## src/inc/rx_fmt_defines.vh

```
// constants for the receive system-side output formatter
// assumes inclusion by bare name from design files
`ifndef RX_FMT_DEFINES_VH
`define RX_FMT_DEFINES_VH
// channel count, numbered 0..16
`define RXF_NUM_CH 17
// format codes
`define RXF_FMT_SR_NRZ 2'h0
`define RXF_FMT_DR_NRZ 2'h1
`define RXF_FMT_DR_RZ 2'h2
`define RXF_FMT_DR_SLC 2'h3
// field positions in the configuration bytes
`define RXF_CFG0_PD_OUT 6
`define RXF_CFG0_POWER_OFF 5
`define RXF_CFG1_INV 3
`define RXF_CFG1_EDGE 4
`define RXF_CFG1_MF_HI 7
`define RXF_CFG1_MF_LO 5
// reset values of the configuration bytes
`define RXF_CFG0_RST 8'h00
`define RXF_CFG1_RST 8'h00
// multi-function selections
`define RXF_MF_PATTERN 3'h0
`define RXF_MF_AIS 3'h1
`define RXF_MF_EXZ 3'h2
`define RXF_MF_BPV 3'h3
`define RXF_MF_EXZ_BPV 3'h4
`define RXF_MF_LOS 3'h5
`define RXF_MF_RCLK 3'h6
`define RXF_MF_XOR 3'h7
// rate reference: rates in kHz, system clock in kHz, phase accumulator width
`define RXF_SYS_KHZ 25000
`define RXF_T1_KHZ 1544
`define RXF_E1_KHZ 2048
`define RXF_ACC_W 16
`endif

```

## src/rx_fmt_channel.v

```verilog
// one channel of the receive system-side output formatter
// assumes recovered clock, rails and indications arrive asynchronous to i_sys_clk
`timescale 1ns/1ps
`include "rx_fmt_defines.vh"
module rx_fmt_channel (
   // clock and reset
   input wire i_sys_clk,
   input wire i_nrst,
   // line side, asynchronous
   input wire i_recovered_rx_clock,
   input wire i_nrz_data,
   input wire i_pos_rail,
   input wire i_neg_rail,
   input wire i_arbitrary_pattern_detect,
   input wire i_alarm_indication_detect,
   input wire i_excess_zeros_detect,
   input wire i_bipolar_violation_detect,
   input wire i_line_signal_loss,
   // configuration
   input wire [1:0] i_format,
   input wire [7:0] i_rx_config_first,
   input wire [7:0] i_rx_config_second,
   // pins
   output reg o_pin_a,
   output reg o_pin_a_oe_n,
   output reg o_pin_b,
   output reg o_pin_b_oe_n
);
   // ----------------------------------------
   // input synchronisers
   // ----------------------------------------
   reg [8:0] sync1_q;
   reg [8:0] sync2_q;
   reg rclk_prev_q;
   always @(posedge i_sys_clk) begin
      if (!i_nrst) begin
         sync1_q <= 9'h000;
         sync2_q <= 9'h000;
         rclk_prev_q <= 1'b0;
      end else begin
         sync1_q <= {i_line_signal_loss, i_bipolar_violation_detect, i_excess_zeros_detect,
                     i_alarm_indication_detect, i_arbitrary_pattern_detect, i_neg_rail,
                     i_pos_rail, i_nrz_data, i_recovered_rx_clock};
         sync2_q <= sync1_q;
         rclk_prev_q <= sync2_q[0];
      end
   end
   wire rclk_s = sync2_q[0];
   wire nrz_s = sync2_q[1];
   wire pos_s = sync2_q[2];
   wire neg_s = sync2_q[3];
   wire edge_sel = i_rx_config_second[`RXF_CFG1_EDGE];
   wire inv = i_rx_config_second[`RXF_CFG1_INV];
   wire [2:0] mf_sel = i_rx_config_second[`RXF_CFG1_MF_HI:`RXF_CFG1_MF_LO];
   wire power_off = i_rx_config_first[`RXF_CFG0_POWER_OFF];
   wire pd_hiz = i_rx_config_first[`RXF_CFG0_PD_OUT];
   // edge select: 1 picks falling, 0 rising
   wire act_edge = edge_sel ? (rclk_prev_q & ~rclk_s) : (~rclk_prev_q & rclk_s);
   // ----------------------------------------
   // multi-function mux, active high always
   // ----------------------------------------
   reg mf_d;
   always @* begin
      case (mf_sel)
         `RXF_MF_PATTERN: mf_d = sync2_q[4];
         `RXF_MF_AIS: mf_d = sync2_q[5];
         `RXF_MF_EXZ: mf_d = sync2_q[6];
         `RXF_MF_BPV: mf_d = sync2_q[7];
         `RXF_MF_EXZ_BPV: mf_d = sync2_q[6] | sync2_q[7];
         `RXF_MF_LOS: mf_d = sync2_q[8];
         `RXF_MF_RCLK: mf_d = rclk_s;
         default: mf_d = pos_s ^ neg_s;
      endcase
   end
   // ----------------------------------------
   // output stage: format and pin mux switch in one register update
   // ----------------------------------------
   // sliced rails and a clock selection on the second pin follow each cycle; others wait for the active edge.
   // format change takes effect at the next update; both pins move together except when the second pin carries the clock selection
   always @(posedge i_sys_clk) begin
      if (!i_nrst) begin
         o_pin_a <= 1'b0;
         o_pin_b <= 1'b0;
         o_pin_a_oe_n <= 1'b1;
         o_pin_b_oe_n <= 1'b1;
      end else if (power_off) begin
         o_pin_a <= 1'b0;
         o_pin_b <= 1'b0;
         o_pin_a_oe_n <= pd_hiz;
         o_pin_b_oe_n <= pd_hiz;
      end else begin
         o_pin_a_oe_n <= 1'b0;
         o_pin_b_oe_n <= 1'b0;
         if (i_format == `RXF_FMT_SR_NRZ) begin
            if (act_edge) begin
               o_pin_a <= nrz_s ^ inv;
            end
            // a clock selection must follow the clock; edge sampling alone
            // would freeze the pin at one level
            if (act_edge || mf_sel == `RXF_MF_RCLK) begin
               o_pin_b <= mf_d;
            end
         end else if (act_edge || i_format == `RXF_FMT_DR_SLC) begin
            // rails already oriented by the slicer (tip positive = pos rail)
            o_pin_a <= pos_s ^ inv;
            o_pin_b <= neg_s ^ inv;
         end
      end
   end
endmodule

```

## src/rx_output_formatter.v

```verilog
// receive system-side output formatter for seventeen channels
// assumes line-side signals come from recovery logic in other clock domains
`timescale 1ns/1ps
`include "rx_fmt_defines.vh"
module rx_output_formatter (
   // clock and reset
   input wire i_sys_clk,
   input wire i_nrst,
   // rate mode: 1 = E1, 0 = T1/J1
   input wire i_e1_mode,
   // line side, one bit per channel
   input wire [16:0] i_recovered_rx_clock,
   input wire [16:0] i_nrz_data,
   input wire [16:0] i_rx_line_tip_pos,
   input wire [16:0] i_rx_line_tip_neg,
   input wire [16:0] i_arbitrary_pattern_detect,
   input wire [16:0] i_alarm_indication_detect,
   input wire [16:0] i_excess_zeros_detect,
   input wire [16:0] i_bipolar_violation_detect,
   input wire [16:0] i_line_signal_loss,
   // configuration, packed per channel
   input wire [33:0] i_format,
   input wire [135:0] i_rx_config_first,
   input wire [135:0] i_rx_config_second,
   // first pin: single_rail_rx_data / positive_rail_rx_data
   output wire [16:0] o_positive_rail_rx_data,
   output wire [16:0] o_positive_rail_rx_data_oe_n,
   // second pin: negative_rail_rx_data / rx_multi_function_out
   output wire [16:0] o_negative_rail_rx_data,
   output wire [16:0] o_negative_rail_rx_data_oe_n,
   // rate reference enable
   output reg o_derived_rate_clock
);
   // ----------------------------------------
   // rate reference from the system clock
   // ----------------------------------------
   // phase accumulator: step = rate * 2^W / sys; jitter is one sys clock, a
   // trade for keeping one clock domain
   localparam integer STEP_T1_FULL = (`RXF_T1_KHZ * 65536) / `RXF_SYS_KHZ;
   localparam integer STEP_E1_FULL = (`RXF_E1_KHZ * 65536) / `RXF_SYS_KHZ;
   // both steps fit the accumulator, so the upper bits are cut on purpose
   localparam [`RXF_ACC_W-1:0] STEP_T1 = STEP_T1_FULL[`RXF_ACC_W-1:0];
   localparam [`RXF_ACC_W-1:0] STEP_E1 = STEP_E1_FULL[`RXF_ACC_W-1:0];
   reg [`RXF_ACC_W-1:0] acc_q;
   wire [`RXF_ACC_W:0] acc_sum = {1'b0, acc_q} + {1'b0, (i_e1_mode ? STEP_E1 : STEP_T1)};
   always @(posedge i_sys_clk) begin
      if (!i_nrst) begin
         acc_q <= {`RXF_ACC_W{1'b0}};
         o_derived_rate_clock <= 1'b0;
      end else begin
         acc_q <= acc_sum[`RXF_ACC_W-1:0];
         o_derived_rate_clock <= acc_sum[`RXF_ACC_W];
      end
   end
   // ----------------------------------------
   // per-channel output stages
   // ----------------------------------------
   genvar ch;
   generate
      for (ch = 0; ch < `RXF_NUM_CH; ch = ch + 1) begin : g_ch
         rx_fmt_channel u_ch (
            .i_sys_clk(i_sys_clk),
            .i_nrst(i_nrst),
            .i_recovered_rx_clock(i_recovered_rx_clock[ch]),
            .i_nrz_data(i_nrz_data[ch]),
            .i_pos_rail(i_rx_line_tip_pos[ch]),
            .i_neg_rail(i_rx_line_tip_neg[ch]),
            .i_arbitrary_pattern_detect(i_arbitrary_pattern_detect[ch]),
            .i_alarm_indication_detect(i_alarm_indication_detect[ch]),
            .i_excess_zeros_detect(i_excess_zeros_detect[ch]),
            .i_bipolar_violation_detect(i_bipolar_violation_detect[ch]),
            .i_line_signal_loss(i_line_signal_loss[ch]),
            .i_format(i_format[2*ch+1:2*ch]),
            .i_rx_config_first(i_rx_config_first[8*ch+7:8*ch]),
            .i_rx_config_second(i_rx_config_second[8*ch+7:8*ch]),
            .o_pin_a(o_positive_rail_rx_data[ch]),
            .o_pin_a_oe_n(o_positive_rail_rx_data_oe_n[ch]),
            .o_pin_b(o_negative_rail_rx_data[ch]),
            .o_pin_b_oe_n(o_negative_rail_rx_data_oe_n[ch])
         );
      end
   endgenerate
endmodule

```

## config.mk

```make
export PLATFORM = sky130hd
export DESIGN_NAME = rx_output_formatter
export DESIGN_NICKNAME = d
export VERILOG_FILES = /design/src/rx_fmt_channel.v /design/src/rx_output_formatter.v
export VERILOG_INCLUDE_DIRS = /design/src /design/src/inc
export SDC_FILE = /design/constraint.sdc
export NUM_CORES = 1
export LEC_CHECK = 0
export BUFFER_PORTS_ARGS = -buffer_cell sky130_fd_sc_hd__buf_2
export CAP_MARGIN = 20
export CORE_AREA = 2 2 206 208
export CTS_CLUSTER_DIAMETER = 30
export DETAILED_ROUTE_END_ITERATION = 6
export DIE_AREA = 0 0 208 210
export SYNTH_ARGS = -nofsm -noshare
export SYNTH_HDL_FRONTEND = slang
export SYNTH_SLANG_ARGS = --single-unit
```

## constraint.sdc

```tcl
create_clock -name i_sys_clk -period 4.3 [get_ports i_sys_clk]
set_input_delay 0.215 -clock i_sys_clk [delete_from_list [all_inputs] [get_ports i_sys_clk]]
set_output_delay 0.215 -clock i_sys_clk [all_outputs]
set_load 0.02 [all_outputs]
```

## Word level (Yosys, flattened, before mapping)

Cells that the tools add are included.

| operators by class | value |
|---|---|
| reduce and logical (&&, ||, !) cells | 136 |
| mux-type cells | 154 |
| bitwise logic cells | 154 |
| eq/ne operators | 153 |
| add/subtract/negate cells | 1 |

Operators by type and width:

| cell | count |
|---|---|
| 3-bit == test, second input constant | 51 |
| 1-bit two-way mux | 136 |
| 1-bit case mux with 7 select lines | 17 |
| 3-bit by 2-bit == test with 1-bit output, second input constant | 34 |
| 2-bit AND reduction | 34 |
| 1-bit XOR | 68 |
| 3-bit by 1-bit == test with 1-bit output, second input constant | 17 |
| 3-bit zero test | 17 |
| 1-bit inverter | 35 |
| 1-bit bitwise AND | 34 |
| 2-bit == test, second input constant | 17 |
| 2-bit zero test | 17 |
| 1-bit logical OR | 34 |
| 2-bit by 1-bit != test with 1-bit output, second input constant | 17 |
| 2-bit != test, second input constant | 17 |
| 2-bit nonzero test | 17 |
| 2-bit OR reduction | 17 |
| 16-bit by 13-bit adder with 17-bit output | 1 |
| 1-bit bitwise OR | 17 |
| 13-bit two-way mux | 1 |

| word-level totals | value |
|---|---|
| output and inout port bits | 69 |
| input port bits | 462 |
| word-level logic and storage cells | 702 |
| register bits after elaboration | 391 |

## Longest topological paths before layout

| depth | value |
|---|---|
| word-level depth | 6 |
| depth in mapped cells | 9 |
| mapped depth without buffers | 9 |

## By module

From an unflattened synthesis, not the netlist that was laid out.

| unflattened totals | value |
|---|---|
| cells, all modules | 1,512 |
| area, all modules | 15,004.4 µm² |

By module, submodules not included:

| module | area an instance (µm²) | cells an instance | times used | seq. area each (µm²) |
|---|---|---|---|---|
| rx_fmt_channel | 820.8 | 82 | 17 | 440.4 |
| rx_output_formatter | 1,051.0 | 118 | 1 | 340.3 |

## Worst setup path after synthesis

OpenSTA, ideal clock, no wires.

| timing | value |
|---|---|
| path kind | in2reg |
| from | input i_e1_mode |
| to | register acc_q[14] |
| library setup time | 115 ps |
| required time | 4,185 ps |
| cell stages on the path | 9 |
| data arrival time | 1,834 ps |
| buffers on the path | 0 |
| path slack | 2,351 ps |
| cells stage by stage | inv_1 > ha_1 > inv_1 > fa_1 > o21ai_2 > a31oi_1 > a311oi_1 > xor2_1 > and2_1 |

| on the way | value |
|---|---|
| longest elaborated chain between the ends | 2 |

RTL lines:

| item | RTL line | source |
|---|---|---|
| start, declared | rx_output_formatter.v:10 | `input wire i_e1_mode,` |
| 13-bit two-way mux | rx_output_formatter.v:45 | `` wire [`RXF_ACC_W:0] acc_sum = {1'b0, acc_q} + {1'b0, (i_e1_mode ? STEP_E1 : STEP_T1)}; `` |
| 16-bit by 13-bit adder with 17-bit output | rx_output_formatter.v:45 |  |
| end signal, assigned | rx_output_formatter.v:48 | `` acc_q <= {`RXF_ACC_W{1'b0}}; `` |
| end signal, assigned | rx_output_formatter.v:51 | `` acc_q <= acc_sum[`RXF_ACC_W-1:0]; `` |
| end, declared | rx_output_formatter.v:44 | `` reg [`RXF_ACC_W-1:0] acc_q; `` |

Every way passes these cells.
A chain may end at the register's enable or synchronous reset.

## Worst setup path after layout

| timing | value |
|---|---|
| from | register acc_q[0] |
| to | register acc_q[14] |

| on the way | value |
|---|---|
| longest elaborated chain between the ends | 1 |

RTL lines:

| item | RTL line |
|---|---|
| 16-bit by 13-bit adder with 17-bit output | rx_output_formatter.v:45 |

Every way passes these cells.

==> results by group <==
Status
  • Status: completed

Yosys
  • Synthesized flop and latch total: 391
  • Area share of the leading cell type in the synthesized netlist: 0.544
  • Total of warnings raised by yosys: 0
  • Synth area leader: dfxtp_1
  • Synthesized net count: 1901
  • Most instantiated cells after synthesis: 391 x dfxtp_1, 335 x and2_1, 120 x nor2_1
  • Share of the yosys chip area belonging to registers: 0.544
  • Synthesized area divided by synthesized cell count: 10.1 µm²
  • Post-synthesis async set-or-reset flop share: 0
  • Area of the mapped netlist: 0.0144 mm²
  • Number of unique standard cell types used by synthesis: 46
  • Most frequently used cell type in the post-synthesis netlist: dfxtp_1
  • Most frequently used flop master after synthesis: dfxtp_1
  • Count of flip-flops with a built-in enable after synthesis: 0
  • Cell types occupying the most area after synthesis: dfxtp_1 54%, and2_1 15%, buf_4 3.5%
  • Mapped Cells: 1429

Clocking
  • Number of sinks handled by clock tree synthesis: 391
  • Total of hold buffers inserted after clock tree synthesis: 209
  • PostCTS Resize Cnt: 0
  • Deepest level of the CTS H-tree: 3
  • Number of setup buffers added after CTS: 0
  • TritonCTS clock tree: built
  • Clock network latency to the later pin of the worst-skew pair: 0.59 ns
  • Number of buffers between clock root and the deepest sink: 3
  • Clock transition at the register clock pins on the worst setup and hold paths after CTS: 0.05 ns
  • Total clock buffers created by CTS: 87
  • Root buf cell: clkbuf_16

Floorplan
  • Number of core rows: 75
  • Number of ports placed on the die boundary: 531
  • Floorplan Core Area: 0.0415 mm²
  • Die width: 208 µm
  • Initial Utilization: 0.347
  • DIE AREA: 0.0437 mm²
  • Height of the chip: 210 µm

Finish
  • Final cell count without fillers: 2618
  • Core occupancy in the finished layout: 0.517
  • Count of filler cells inserted in the layout: 3698
  • Nets: 2473
  • Layout overhead on the synthesized area: 49.2%
  • Ratio of cells with drive above 1 in the final layout: 0.273

Routing
  • Total wire length after detailed routing: 36000 µm
  • Drt first pass iters: 4
  • Total vias in the final route: 11500
  • Vias per cell: 4.41
  • Average wire per cell in the routed design: 13.8 µm
  • Count of routing violations after the opening detailed-route iteration: 436
  • Drc violations: 0
  • Count of antenna-violating nets left after detailed routing: 0

Power and ir drop
  • Power per cell area: 542 mW/mm²
  • Leak Pwr: 0.00942 µW
  • Highest ir drop seen on vdd: 0.321 mV

Critical path
  • Data required time of the worst path: 4.78 ns
  • Type of the setup path with the least slack: flip-flop to flip-flop
  • Nature of the critical path startpoint: flip-flop
  • First element of the critical path: acc_q[0]$_SDFF_PN0_
  • Largest fanout on the critical path: 4
  • Arrival @ worst endpoint: 2.58 ns
  • Element type at the critical path end: flip-flop
  • Launch point of the worst reg-to-reg path: acc_q[0]$_SDFF_PN0_

Place
  • Port Buffers: 377
  • HPWL after detailed placement: 24600 µm
  • Placer's final routability congestion estimate: 0.828
  • Total placed cells including tap cells: 2241

STA
  • Setup repair after global routing missed its margin: no
  • Final worst clock skew: 0.0133 ns
  • Final-layout setup total negative slack: 0 ns
  • Share of the clock period used by the worst path: 0.488
  • Shortest period the worst path allows: 2.10 ns
  • Final Hold Viols: 0
  • Relative slew slack: 0.452
  • # setup viols final: 0
  • Maximum clock rate: 477 MHz
  • Final max-slew violation count: 0
  • Actual transition at the worst max-transition pin: 0.822 ns

Global routing
  • Initial antenna violation count: 11
  • Total global routing overflow: 0
  • GRT Resource Usage Total: 0.163
  • Largest net degree at the start of global routing: 166
  • Number of global-route vias before repair: 11700
  • Wire length of the first global-routing pass: 57200 µm

Job
  • Total of max-cap violations: 0

Min path
  • Kind of path behind the tightest hold check: input pin to flip-flop
  • Startpoint of the tightest hold check path: i_rx_config_second[43]
==> final timing paths <==
| path | slack (ns) | cells after the start | to |
|---|---|---|---|
| worst max register to register | 2.20 | 8 | acc_q[14]$_SDFF_PN0_ |
| worst min-delay path | 0.04 | 5 | g_ch[5].u_ch.o_pin_a$_SDFFE_PP0P_ |
| worst min register to register | 0.42 | 1 | g_ch[8].u_ch.sync2_q[0]$_SDFF_PN0_ |
| worst max-delay path | 2.20 | 8 | acc_q[14]$_SDFF_PN0_ |
==> layout by cell type, fill, tap and decap left out, types with 5 or more instances in the layout <==
cell type,instances
a211oi_1,7
a21oi_1,53
a221oi_1,17
a311oi_1,7
a32oi_1,11
and2_1,335
buf_2,376
bufinv_16,6
clkbuf_1,5
clkbuf_16,92
clkbuf_8,10
clkinv_2,6
clkinv_4,14
clkinvlp_4,13
dfxtp_1,391
diode_2,8
dlygate4sd3_1,210
ha_1,9
inv_1,34
inv_6,13
mux2i_1,29
mux4_2,11
nand2_1,80
nand2b_1,29
nor2_1,120
nor2b_1,13
nor4b_1,6
o2111ai_1,11
o21ai_0,14
o221ai_1,12
o22ai_1,7
o31ai_1,17
or2_2,12
or4_1,11
xnor2_1,32
xor2_1,30
==> critical path: stages (launching register included) <==
cell and delay, ns:
dfxtp_1 0.31, ha_1 0.16, inv_1 0.05, fa_1 0.41
o21ai_2 0.21, a31oi_1 0.21, a311oi_1 0.35, xor2_1 0.11
and2_1 0.17
==> state kept, by name, indices dropped and copies added (netlist names) <==
name                    count
g_ch.u_ch.o_pin_b_oe_n      1
g_ch.u_ch.o_pin_a_oe_n     16
g_ch.u_ch.rclk_prev_q      17
g_ch.u_ch.sync2_q         153
g_ch.u_ch.o_pin_a          17
g_ch.u_ch.o_pin_b          17
acc_q                      16
g_ch.u_ch.sync1_q         153
o_derived_rate_clock        1
==> report_power, final <==
part / switching, µW / leakage (µW) / internal (µW) / total, µW
combinational: 525 / 0.00475 / 603 / 1130
sequential: 89.9 / 0.00323 / 3840 / 3930
clock: 2130 / 0.00144 / 4430 / 6560
==> routing by layer <==
layer	track usage	up-vias	wire [µm]
li1	-	5855	-
met1	0.189	5255	15600
met2	0.267	330	17000
met3	0.0584	100	2290
met4	0.0795	8	1070
met5	0	-	59
==> stage by stage <==
stage	setup slack, ns	power (µW)	hold slack, ns	instance area (µm²)
floorplan	2.35	4680	0.322	14400
global placement	1.94	4950	0.411	16300
detailed placement	1.89	4970	0.414	16300
CTS	2.19	11800	0.000419	21400
global route	2.09	12100	0.0331	21500
finish	2.20	11600	0.0439	21500
==> layout make-up <==
cell class	instances	area, µm²	area share
Clock inverter	53	561	0.0261
Timing Repair Buffer	592	4050	0.189
Clock buffer	106	2440	0.114
Antenna cell	8	20.0	0.000933
Sequential cell	391	7830	0.365
Tap cell	539	674	0.0314
Inverter	34	128	0.00595
Multi-Input combinational cell	895	5760	0.268
==> logic make-up (layout without fill, tap and decap cells) <==
group | Yosys count | in the layout | synth area share
AND/OR/NAND/NOR | 616 | 616 | 0.236
flip-flops | 391 | 391 | 0.544
AO/OA/AOI/OAI | 167 | 167 | 0.0802
buffers and inverters | 143 | 785 | 0.0552
XOR/XNOR | 62 | 62 | 0.0378
multiplexers | 40 | 40 | 0.0374
adder cells (fa/ha/maj) | 10 | 10 | 0.00922
other | 0 | 8 | 0
Note: power is estimated with default switching activity, not from simulation.
